--- src/hw/pwgt_pkg.sv ---
// shared constants for the protected write gate and fault trap block
package pwgt_pkg;
  localparam int unsigned PWGT_DW = 32;
  localparam logic [31:0] PWGT_ZERO_WORD = 32'h0000_0000;
  localparam logic [31:0] PWGT_ONES_WORD = 32'hffff_ffff;
  localparam logic PWGT_FLAG_RST = 1'b0;
  // coprocessor cause flag positions
  localparam int unsigned PWGT_CAUSE_W = 4;
  localparam int unsigned PWGT_CAUSE_ILL = 0;
  localparam int unsigned PWGT_CAUSE_UFL = 1;
  localparam int unsigned PWGT_CAUSE_OFL = 2;
  localparam int unsigned PWGT_CAUSE_BADW = 3;
  localparam logic [3:0] PWGT_CAUSE_RST = 4'h0;
  // main processor diagnostic bit positions
  localparam int unsigned PWGT_DIAG_W = 3;
  localparam int unsigned PWGT_DIAG_ILLOP = 0;
  localparam int unsigned PWGT_DIAG_UFL = 1;
  localparam int unsigned PWGT_DIAG_OFL = 2;
  localparam logic [2:0] PWGT_DIAG_RST = 3'h0;
  typedef enum logic [1:0] {
    PWGT_SRC_CPU,
    PWGT_SRC_DMA,
    PWGT_SRC_COPROC
  } pwgt_src_t;
endpackage : pwgt_pkg

--- src/hw/pwgt_gate.sv ---
// protected write gate, erased and invalid read patterns and fault trapping
//
// How it works
// - protected writes pass only while the issuer's open flag is set.
// - cpu and dma share one flag; the coprocessor owns its own flag.
// - open instruction sets the owner's flag, close instruction clears it.
// - reads of protected registers always pass, whatever the flags.
// - reads of invalid addresses return all zeros.
// - reads of erased flash return all ones, unless the address is also invalid (then zeros).
// - cpu fetch of all-zeros or all-ones word raises the illegal opcode trap.
// - cpu underflow, overflow and illegal operation raise diagnostics.
// - coprocessor illegal opcode or fp underflow/overflow interrupts the cpu.
// - coprocessor fetch of all-zeros or all-ones word interrupts the cpu.
// - coprocessor keeps cause flags the cpu reads to find the fault.
`timescale 1ns/1ps
`default_nettype none
module pwgt_gate
  import pwgt_pkg::*;
(
  // clock and reset
  input wire logic core_clk_i,
  input wire logic resetn_i,
  // protection instructions
  input wire logic cpu_protect_write_open_i,
  input wire logic cpu_protect_write_close_i,
  input wire logic coproc_protect_write_open_i,
  input wire logic coproc_protect_write_close_i,
  // access request toward protected space
  input wire logic req_valid_i,
  input wire logic req_write_i,
  input wire logic req_protected_i,
  input wire pwgt_src_t req_src_i,
  input wire logic req_invalid_addr_i,
  input wire logic req_erased_flash_i,
  input wire logic [31:0] mem_rdata_i,
  // access result
  output logic acc_pass_o,
  output logic acc_blocked_o,
  output logic [31:0] rdata_o,
  output logic rvalid_o,
  // cpu fetch and execute
  input wire logic cpu_fetch_valid_i,
  input wire logic [31:0] cpu_fetch_word_i,
  input wire logic cpu_underflow_i,
  input wire logic cpu_overflow_i,
  input wire logic cpu_illegal_op_i,
  output logic illegal_opcode_trap_o,
  output logic [2:0] cpu_diag_o,
  // coprocessor fetch and execute
  input wire logic cop_fetch_valid_i,
  input wire logic [31:0] cop_fetch_word_i,
  input wire logic cop_illegal_op_i,
  input wire logic cop_underflow_i,
  input wire logic cop_overflow_i,
  input wire logic cop_cause_clear_i,
  output logic cop_irq_o,
  output logic [3:0] cop_cause_o,
  // flag status
  output logic cpu_open_o,
  output logic cop_open_o
);

  logic cpu_open_ff;
  logic cop_open_ff;
  logic [3:0] cause_ff;
  logic [3:0] nxt_cause;
  logic [3:0] cause_set;
  logic req_flag;

  function automatic logic pwgt_bad_word(input logic [31:0] w);
    pwgt_bad_word = (w == PWGT_ZERO_WORD) || (w == PWGT_ONES_WORD);
  endfunction

  // open wins over close when both arrive together
  always_ff @(posedge core_clk_i) begin
    if (!resetn_i) begin
      cpu_open_ff <= PWGT_FLAG_RST;
    end else if (cpu_protect_write_open_i) begin
      cpu_open_ff <= 1'b1;
    end else if (cpu_protect_write_close_i) begin
      cpu_open_ff <= 1'b0;
    end
  end

  always_ff @(posedge core_clk_i) begin
    if (!resetn_i) begin
      cop_open_ff <= PWGT_FLAG_RST;
    end else if (coproc_protect_write_open_i) begin
      cop_open_ff <= 1'b1;
    end else if (coproc_protect_write_close_i) begin
      cop_open_ff <= 1'b0;
    end
  end

  // dma rides on the cpu flag, coprocessor on its own
  always_comb begin
    case (req_src_i)
      PWGT_SRC_CPU: req_flag = cpu_open_ff;
      PWGT_SRC_DMA: req_flag = cpu_open_ff;
      PWGT_SRC_COPROC: req_flag = cop_open_ff;
      default: req_flag = 1'b0;
    endcase
  end

  always_ff @(posedge core_clk_i) begin
    if (!resetn_i) begin
      acc_pass_o <= 1'b0;
      acc_blocked_o <= 1'b0;
    end else begin
      // reads and unprotected writes always pass
      acc_pass_o <= req_valid_i && (!req_write_i || !req_protected_i || req_flag);
      acc_blocked_o <= req_valid_i && req_write_i && req_protected_i && !req_flag;
    end
  end

  // invalid address outranks erased flash
  always_ff @(posedge core_clk_i) begin
    if (!resetn_i) begin
      rdata_o <= PWGT_ZERO_WORD;
      rvalid_o <= 1'b0;
    end else begin
      rvalid_o <= req_valid_i && !req_write_i;
      if (req_invalid_addr_i) begin
        rdata_o <= PWGT_ZERO_WORD;
      end else if (req_erased_flash_i) begin
        rdata_o <= PWGT_ONES_WORD;
      end else begin
        rdata_o <= mem_rdata_i;
      end
    end
  end

  // one-cycle pulses; software handlers latch them as needed
  always_ff @(posedge core_clk_i) begin
    if (!resetn_i) begin
      illegal_opcode_trap_o <= 1'b0;
      cpu_diag_o <= PWGT_DIAG_RST;
    end else begin
      illegal_opcode_trap_o <= cpu_fetch_valid_i && pwgt_bad_word(cpu_fetch_word_i);
      cpu_diag_o[PWGT_DIAG_ILLOP] <= cpu_illegal_op_i;
      cpu_diag_o[PWGT_DIAG_UFL] <= cpu_underflow_i;
      cpu_diag_o[PWGT_DIAG_OFL] <= cpu_overflow_i;
    end
  end

  always_comb begin
    cause_set = PWGT_CAUSE_RST;
    cause_set[PWGT_CAUSE_ILL] = cop_illegal_op_i;
    cause_set[PWGT_CAUSE_UFL] = cop_underflow_i;
    cause_set[PWGT_CAUSE_OFL] = cop_overflow_i;
    cause_set[PWGT_CAUSE_BADW] = cop_fetch_valid_i && pwgt_bad_word(cop_fetch_word_i);
    // set beats clear so a fault in the clear cycle survives
    nxt_cause = (cop_cause_clear_i ? PWGT_CAUSE_RST : cause_ff) | cause_set;
  end

  always_ff @(posedge core_clk_i) begin
    if (!resetn_i) begin
      cause_ff <= PWGT_CAUSE_RST;
    end else begin
      cause_ff <= nxt_cause;
    end
  end

  always_ff @(posedge core_clk_i) begin
    if (!resetn_i) begin
      cop_irq_o <= 1'b0;
      cop_cause_o <= PWGT_CAUSE_RST;
      cpu_open_o <= 1'b0;
      cop_open_o <= 1'b0;
    end else begin
      cop_irq_o <= |nxt_cause;
      cop_cause_o <= nxt_cause;
      cpu_open_o <= cpu_open_ff;
      cop_open_o <= cop_open_ff;
    end
  end

  AST_BLOCK_CLOSED: assert property (@(posedge core_clk_i) disable iff (!resetn_i)
    req_valid_i && req_write_i && req_protected_i && !req_flag |=> acc_blocked_o && !acc_pass_o)
    else $error("protected write passed while flag closed");

  AST_PASS_OPEN: assert property (@(posedge core_clk_i) disable iff (!resetn_i)
    req_valid_i && req_write_i && req_protected_i && req_flag |=> acc_pass_o && !acc_blocked_o)
    else $error("protected write blocked while flag open");

  AST_DMA_SHARES: assert property (@(posedge core_clk_i) disable iff (!resetn_i)
    req_valid_i && req_write_i && req_protected_i && req_src_i == PWGT_SRC_DMA
    |=> acc_pass_o == cpu_open_o)
    else $error("dma write not governed by cpu flag");

  AST_OPEN_SETS: assert property (@(posedge core_clk_i) disable iff (!resetn_i)
    coproc_protect_write_open_i |=> ##1 cop_open_o)
    else $error("coprocessor open did not set flag");

  AST_CLOSE_CLEARS: assert property (@(posedge core_clk_i) disable iff (!resetn_i)
    cpu_protect_write_close_i && !cpu_protect_write_open_i |=> ##1 !cpu_open_o)
    else $error("cpu close did not clear flag");

  AST_READ_PASS: assert property (@(posedge core_clk_i) disable iff (!resetn_i)
    req_valid_i && !req_write_i |=> acc_pass_o && rvalid_o)
    else $error("read was blocked");

  AST_ZERO_DATA: assert property (@(posedge core_clk_i) disable iff (!resetn_i)
    req_invalid_addr_i |=> rdata_o == PWGT_ZERO_WORD)
    else $error("invalid address did not read zero");

  AST_ONES_DATA: assert property (@(posedge core_clk_i) disable iff (!resetn_i)
    !req_invalid_addr_i && req_erased_flash_i |=> rdata_o == PWGT_ONES_WORD)
    else $error("erased flash did not read ones");

  AST_TRAP: assert property (@(posedge core_clk_i) disable iff (!resetn_i)
    illegal_opcode_trap_o |-> $past(cpu_fetch_valid_i) && pwgt_bad_word($past(cpu_fetch_word_i)))
    else $error("trap without bad fetch word");

  AST_CPU_DIAG: assert property (@(posedge core_clk_i) disable iff (!resetn_i)
    cpu_overflow_i |=> cpu_diag_o[PWGT_DIAG_OFL])
    else $error("cpu overflow diagnostic missing");

  AST_COP_IRQ: assert property (@(posedge core_clk_i) disable iff (!resetn_i)
    cop_illegal_op_i |=> cop_irq_o && cop_cause_o[PWGT_CAUSE_ILL])
    else $error("coprocessor illegal opcode did not interrupt");

  AST_COP_BADW: assert property (@(posedge core_clk_i) disable iff (!resetn_i)
    cop_fetch_valid_i && cop_fetch_word_i == PWGT_ONES_WORD |=> cop_cause_o[PWGT_CAUSE_BADW])
    else $error("coprocessor bad word fetch not flagged");

  AST_CAUSE_STICKY: assert property (@(posedge core_clk_i) disable iff (!resetn_i)
    cop_cause_o[PWGT_CAUSE_UFL] && !cop_cause_clear_i |=> cop_cause_o[PWGT_CAUSE_UFL])
    else $error("cause flag lost without clear");

  AST_RESET_CLOSED: assert property (@(posedge core_clk_i)
    !resetn_i |=> ##1 !cpu_open_o && !cop_open_o)
    else $error("flags not closed after reset");

  // reverse checks: a broken path must also show up on its quiet side
  AST_CPU_OPEN_SETS: assert property (@(posedge core_clk_i) disable iff (!resetn_i)
    cpu_protect_write_open_i |=> ##1 cpu_open_o)
    else $error("cpu open did not set flag");

  AST_COP_CLOSE_CLEARS: assert property (@(posedge core_clk_i) disable iff (!resetn_i)
    coproc_protect_write_close_i && !coproc_protect_write_open_i |=> ##1 !cop_open_o)
    else $error("coprocessor close did not clear flag");

  AST_COP_OWN_FLAG: assert property (@(posedge core_clk_i) disable iff (!resetn_i)
    req_valid_i && req_write_i && req_protected_i && req_src_i == PWGT_SRC_COPROC
    |=> acc_pass_o == cop_open_o)
    else $error("coprocessor write not governed by its own flag");

  AST_NO_READ_BLOCK: assert property (@(posedge core_clk_i) disable iff (!resetn_i)
    req_valid_i && !req_write_i |=> !acc_blocked_o)
    else $error("read reported as blocked");

  AST_BLOCK_WRITES: assert property (@(posedge core_clk_i) disable iff (!resetn_i)
    acc_blocked_o |-> $past(req_valid_i) && $past(req_write_i) && $past(req_protected_i))
    else $error("block without protected write");

  AST_PASS_XOR_BLOCK: assert property (@(posedge core_clk_i) disable iff (!resetn_i)
    !(acc_pass_o && acc_blocked_o))
    else $error("access both passed and blocked");

  AST_TRAP_FIRES: assert property (@(posedge core_clk_i) disable iff (!resetn_i)
    cpu_fetch_valid_i && pwgt_bad_word(cpu_fetch_word_i) |=> illegal_opcode_trap_o)
    else $error("bad fetch word did not trap");

  AST_TRAP_QUIET: assert property (@(posedge core_clk_i) disable iff (!resetn_i)
    !(cpu_fetch_valid_i && pwgt_bad_word(cpu_fetch_word_i)) |=> !illegal_opcode_trap_o)
    else $error("trap without bad fetch word");

  AST_DIAG_UFL: assert property (@(posedge core_clk_i) disable iff (!resetn_i)
    cpu_underflow_i |=> cpu_diag_o[PWGT_DIAG_UFL])
    else $error("cpu underflow diagnostic missing");

  AST_DIAG_ILL: assert property (@(posedge core_clk_i) disable iff (!resetn_i)
    cpu_illegal_op_i |=> cpu_diag_o[PWGT_DIAG_ILLOP])
    else $error("cpu illegal operation diagnostic missing");

  AST_DIAG_QUIET: assert property (@(posedge core_clk_i) disable iff (!resetn_i)
    !cpu_overflow_i |=> !cpu_diag_o[PWGT_DIAG_OFL])
    else $error("cpu overflow diagnostic without overflow");

  AST_COP_UFL_IRQ: assert property (@(posedge core_clk_i) disable iff (!resetn_i)
    cop_underflow_i |=> cop_irq_o && cop_cause_o[PWGT_CAUSE_UFL])
    else $error("coprocessor underflow did not interrupt");

  AST_COP_OFL_IRQ: assert property (@(posedge core_clk_i) disable iff (!resetn_i)
    cop_overflow_i |=> cop_irq_o && cop_cause_o[PWGT_CAUSE_OFL])
    else $error("coprocessor overflow did not interrupt");

  AST_IRQ_STICKY: assert property (@(posedge core_clk_i) disable iff (!resetn_i)
    cop_irq_o && !cop_cause_clear_i |=> cop_irq_o)
    else $error("coprocessor interrupt dropped without clear");

  AST_COP_ZERO_WORD: assert property (@(posedge core_clk_i) disable iff (!resetn_i)
    cop_fetch_valid_i && cop_fetch_word_i == PWGT_ZERO_WORD
    |=> cop_irq_o && cop_cause_o[PWGT_CAUSE_BADW])
    else $error("coprocessor zero word fetch not flagged");

  AST_BADW_CAUSE: assert property (@(posedge core_clk_i) disable iff (!resetn_i)
    $rose(cop_cause_o[PWGT_CAUSE_BADW]) |-> $past(cop_fetch_valid_i)
    && pwgt_bad_word($past(cop_fetch_word_i)))
    else $error("bad word cause without bad fetch");

  AST_BADW_STICKY: assert property (@(posedge core_clk_i) disable iff (!resetn_i)
    cop_cause_o[PWGT_CAUSE_BADW] && !cop_cause_clear_i |=> cop_cause_o[PWGT_CAUSE_BADW])
    else $error("bad word cause lost without clear");

  AST_CAUSE_CLEAR: assert property (@(posedge core_clk_i) disable iff (!resetn_i)
    cop_cause_clear_i && !cop_illegal_op_i && !cop_underflow_i && !cop_overflow_i
    && !(cop_fetch_valid_i && pwgt_bad_word(cop_fetch_word_i))
    |=> cop_cause_o == PWGT_CAUSE_RST && !cop_irq_o)
    else $error("cause flags not cleared");

endmodule // pwgt_gate
`default_nettype wire

--- config.mk ---
export PLATFORM = sky130hd
export DESIGN_NAME = pwgt_gate
export DESIGN_NICKNAME = d
export VERILOG_FILES = /design/src/hw/pwgt_pkg.sv /design/src/hw/pwgt_gate.sv
export SDC_FILE = /design/constraint.sdc
export NUM_CORES = 1
export LEC_CHECK = 0
export ABC_AREA = 1
export ABC_CLOCK_PERIOD_IN_PS = 800
export BUFFER_PORTS_ARGS = -buffer_cell sky130_fd_sc_hd__clkbuf_2
export CAP_MARGIN = 20
export CORE_ASPECT_RATIO = 1.1
export CORE_MARGIN = 2
export CORE_UTILIZATION = 34
export CTS_CLUSTER_DIAMETER = 30
export DETAILED_ROUTE_END_ITERATION = 10
export MAX_ROUTING_LAYER = met4
export PLACE_DENSITY = 0.77
export SYNTH_ARGS = -nofsm -noshare
export SYNTH_HDL_FRONTEND = slang
export SYNTH_SLANG_ARGS = --single-unit
--- constraint.sdc ---
create_clock -name core_clk_i -period 0.8 [get_ports core_clk_i]
set_input_delay 0 -clock core_clk_i [delete_from_list [all_inputs] [get_ports core_clk_i]]
set_output_delay 0 -clock core_clk_i [all_outputs]
set_load 0.03 [all_outputs]
# == Yosys cells after proc, flatten, opt, wreduce, memory -nomap -nowiden ==
# Index checks and enable logic that the tools add are counted.
# totals
inputBits,118
elab_cells,47
out_inout_bits,46
regBits,48
# classes
n_mux,7
bitwise_logic,2
n_eq_ne,4
n_reduce_logical,22
# ops
op,count
$eq 32x32->1 const B,2
$logic_not 32->1,2
$mux 32,1
$logic_and 1x1->1,7
$logic_or 1x1->1,4
$mux 1,4
$mux 4,1
$or 4x4->4,1
$reduce_bool 2->1,2
$reduce_or 2->1,2
$reduce_or 4->1,1
$logic_not 1->1,3
$eq 2x1->1 const B,1
$eq 2x2->1 const B,1
$logic_not 2->1,1
$pmux 1 s2,1
$not 1->1,1

# == Longest topological paths before layout ==
# depth
depth_word,5
mapped_depth,10
ltp_nobuf,10

# == Worst setup path before layout ==
# Ideal clock, no wire load.
# synth_timing
kind,register -> register
startpoint,"register, netlist name cop_cause_o[0]"
endpoint,register cop_irq_o
setup_time_ps,114
n_path_buf,0
synth_period_minus_slack_ps,890
required_time_ps,686
arrival_time_ps,776
path_slack_ps,-90
stages_incl_launch_ff,5
cell_sequence,dfxtp_1 a21oi_1 nand3_1 nand2_1 nand2_1
# synth_rtl
element,line_no,text
"end signal, assigned",pwgt_gate.sv:171,cop_irq_o <= |nxt_cause;
"end, declared",pwgt_gate.sv:56,"output logic cop_irq_o,"

# == Worst setup path in the final report ==
# layout_timing
startpoint,register cop_cause_o[0]
endpoint,output cop_cause_o[0]
# layout_rtl
element,line_no,text
"start, declared",pwgt_gate.sv:57,"output logic [3:0] cop_cause_o,"
"start signal, assigned",pwgt_gate.sv:172,cop_cause_o <= nxt_cause;
# No word-level cell between the ends.

==> implementation parameters <==
Parameter                              Value

Setup path
  WS Path Type ... reg2out
  Biggest fanout along the worst timing path ... 2
  Endpoint required time on the critical path ... roughly 0.80 ns
  Category of the worst setup path capture point ... primary output
  Longest individual stage delay on the worst path ... ~0.36 ns
  Worst r2r path cells ... 4
  Levels on crit path ... 1
  Critical path, cell by cell ... clkbuf_8
  Startpoint type of the worst setup path ... flop
  Largest delay share family, worst path ... flip-flops
  Buf/Inv on CP ... 1
  Worst path arrival time ... ~0.8 ns
  Master of the slowest instance on the critical path ... sky130_fd_sc_hd__dfxtp_4

Clock network
  Setup Buffers After CTS ... 0
  Later-pin clock latency in the skew report ... a little under 0.3 ns
  CTS H-tree lvls ... 2
  Clock transition at the registers of the reported paths ... around 0.09 ns
  Buffers from clock root to sink, at most ... 2
  Root buffer cell ... sky130_fd_sc_hd__clkbuf_8
  CTS tree ... done
  CTS sink count ... 48
  CTS buffer count ... 5

Floorplanning
  Num rows ... 28
  Placeable core area ... about 5300 sq um
  # IOs ... between 150 and 200
  DIE WIDTH ... 74.44 um
  Die area ... approximately 6100 sq um
  Initial cell density of the core ... between 30% and 40%
  Vertical die dimension ... 81.48 um

Detailed routing
  Number of DRC violations after detailed routing ... 0
  Routed wire length ... between 6000 and 7000 um
  First-iteration detailed-routing DRC count ... between 50 and 60
  Router iterations before antenna repair ... 4
  Via count ... around 2400
  Antenna viol nets, final ... 0
  Vias per cell ... about 4.4
  Wire length per cell after detailed routing ... ~12 um

Timing
  Final count of negative-setup-slack endpoints ... 0
  Final hold viol count ... 0
  Skew final ... 0.005931 ns
  Minimum hold slack ... approximately 0.013 ns
  Unrepaired setup endpoints after global routing ... true
  Worst Tran Pin Value ... roughly 0.26 ns
  Part of the cycle the worst path needs ... between 90 and 100%
  Final slew viol count ... 0
  Final critical path time including I/O delays and setup ... approximately 0.8 ns
  Highest achievable clock rate ... roughly 1300 MHz
  Worst rel slew slack ... 82.75%
  Final critical-path setup slack ... around 0.0017 ns

Power
  Total internal power ... about 3.9 mW
  Final Power ... ~5.5 mW
  Net load switching power ... 1.532 mW
  Leakage dissipation ... 1.876 nW
  Switching share of power ... 28.01%
  Clock power frac ... about 28%
  Maximum VDD drop ... about 0.93 mV
  Combinational share of power ... between 20% and 30%
  Power density of the placed cells ... roughly 1500 nW/um^2
  Flop pwr share ... between 40 and 50%

Final layout
  Antenna cells ... 0
  Filler cell count ... around 410
  Leading cell types in the layout, fill and taps excluded ... sky130_fd_sc_hd__clkbuf_2, sky130_fd_sc_hd__nor2_1, sky130_fd_sc_hd__nand2_1, sky130_fd_sc_hd__dlygate4sd3_1, sky130_fd_sc_hd__dfxtp_1
  Commonest non-fill, non-tap cell in the layout ... sky130_fd_sc_hd__clkbuf_2
  Fraction of layout cells with a size suffix above 1 ... 44.63%
  Core occupancy in the finished layout ... a little over two thirds
  Post-layout net count ... a little under 600
  Layout overhead on the synthesized area ... 99.73%

Status
  Outcome ... finished, final reports clean

Global route
  Antenna violations before repair ... 0
  Pin count of the biggest net entering global routing ... 31
  Via count of the first global-routing pass ... approximately 2300
  GR Overflow Total ... 0
  Global-route wire length before repair ... around 9400 um
  Global-route usage over all layers ... between 20% and 30%

Synth
  Avg Synthesized Cell Area ... 7.192 sq um
  Portion of synthesized cell area occupied by the leading cell type ... 51.79%
  Cell Area, Synth ... between 1500 and 2000 sq um
  Post-synthesis cell count ... around 260
  Net count after synthesis ... around 380
  Count of cell types in the netlist ... 17
  Proportion of synthesized chip area in sequential cells ... 51.79%
  Number of warnings reported in the yosys synthesis log ... 0
  Synth area leaders ... sky130_fd_sc_hd__dfxtp_1, sky130_fd_sc_hd__nor2_1, sky130_fd_sc_hd__nand2_1
  Flops & latches, synth ... between 40 and 50
  Yosys top cell by area ... sky130_fd_sc_hd__dfxtp_1

Place
  Routability Congestion ... 0.7914
  Setup slack after placement ... -0.07780 ns
  HPWL after detailed placement ... 4099 um
  Port Buffers ... ~160

Min path
  Cells on Worst Hold Path ... 3
  Hold Path Class ... in2reg

Flow run
  Max-capacitance violation count ... 0
## flip-flops by register name (all words and copies together) (netlist names)
| register | count |
|---|---|
| cpu_open_o | 1 |
| cop_cause_o | 4 |
| rdata_o | 32 |
| acc_blocked_o | 1 |
| rvalid_o | 1 |
| cop_open_o | 1 |
| illegal_opcode_trap_o | 1 |
| cop_open_ff | 1 |
| acc_pass_o | 1 |
| cpu_open_ff | 1 |
| cop_irq_o | 1 |
| cpu_diag_o | 3 |
## metal layers
metal  up-vias  routed length (um)  track usage (%)
met3        20                 365            3.804
met4         0                 238            7.500
li1       1240                   -                -
met5         -                   0                -
met1      1066                2261            18.44
met2       101                3710            40.80
## repair_timing
action                     4_1_cts  5_1_grt
resized for setup               72       63
hold buffers                    48        0
pin swaps                        2        0
setup endpoints to repair       49       43
hold endpoints to repair        45        0
## per-stage QoR
step           cells   TNS, ns  cell area (sq um)
2_1_floorplan    258         0               1873
3_3_place_gp     494  -0.08458               2798
3_5_place_dp     494   -0.1562               2798
4_1_cts          550  -0.02789               3621
5_1_grt          550   -0.2229               3706
6_report         550         0               3706
## cells in the mapped netlist
| cell type | count |
|---|---|
| sky130_fd_sc_hd__nand4_1 | 5 |
| sky130_fd_sc_hd__nor2_1 | 94 |
| sky130_fd_sc_hd__clkbuf_1 | 3 |
| sky130_fd_sc_hd__nand3_1 | 3 |
| sky130_fd_sc_hd__nor2_2 | 10 |
| sky130_fd_sc_hd__inv_1 | 10 |
| sky130_fd_sc_hd__dfxtp_1 | 48 |
| sky130_fd_sc_hd__nand3b_1 | 1 |
| sky130_fd_sc_hd__nor4_1 | 8 |
| sky130_fd_sc_hd__or2_1 | 1 |
| sky130_fd_sc_hd__o21ai_0 | 4 |
| sky130_fd_sc_hd__inv_2 | 1 |
| sky130_fd_sc_hd__nand2_1 | 58 |
| sky130_fd_sc_hd__nor3_1 | 3 |
| sky130_fd_sc_hd__buf_6 | 3 |
| sky130_fd_sc_hd__a21oi_1 | 4 |
| sky130_fd_sc_hd__buf_2 | 2 |
## cell families after synthesis
kind of cell / Yosys count / synth area share (%)
flops: 48 / 51.79
compound gates: 8 / 2.158
buf+inv: 19 / 5.192
simple gates: 183 / 40.86
## power groups by stage
| stage | Sequential, mW | Clock, mW | Combinational [mW] |
|---|---|---|---|
| 2_1_floorplan | 2.85 | 0 | 0.251 |
| 3_3_place_gp | 2.61 | 0 | 0.968 |
| 6_report | 2.59 | 1.53 | 1.35 |
| 4_1_cts | 2.56 | 1.57 | 1.28 |
| 3_5_place_dp | 2.61 | 0 | 0.987 |
| 5_1_grt | 2.60 | 1.66 | 1.46 |
## path summary, 6_finish.rpt
check	slack, ns	start	end
worst min register to register	0.45	cop_open_ff	cop_open_o
worst max-delay path	0.002	cop_cause_o[0]	cop_cause_o[0]
worst min-delay path	0.01	req_erased_flash_i	rdata_o[0]
worst max register to register	0.002	cop_cause_o[1]	cop_irq_o
## tightest hold or removal path: stages
cell and delay (ns):
sky130_fd_sc_hd__clkbuf_2 0.12, sky130_fd_sc_hd__nor2_1 0.10, sky130_fd_sc_hd__nor2_1 0.05
## area by class of cell
type                    count  area (sq um)  area share, %
clock buffers               6         82.58          2.228
clock inverters             2         13.76         0.3714
inverters                  11         41.29          1.114
multi-input cells         191         809.5          21.84
flip-flops and latches     48         989.7          26.70
well taps                  75         93.84          2.532
repair buffers            217          1675          45.21
Note: power is estimated with default switching activity, not from simulation.
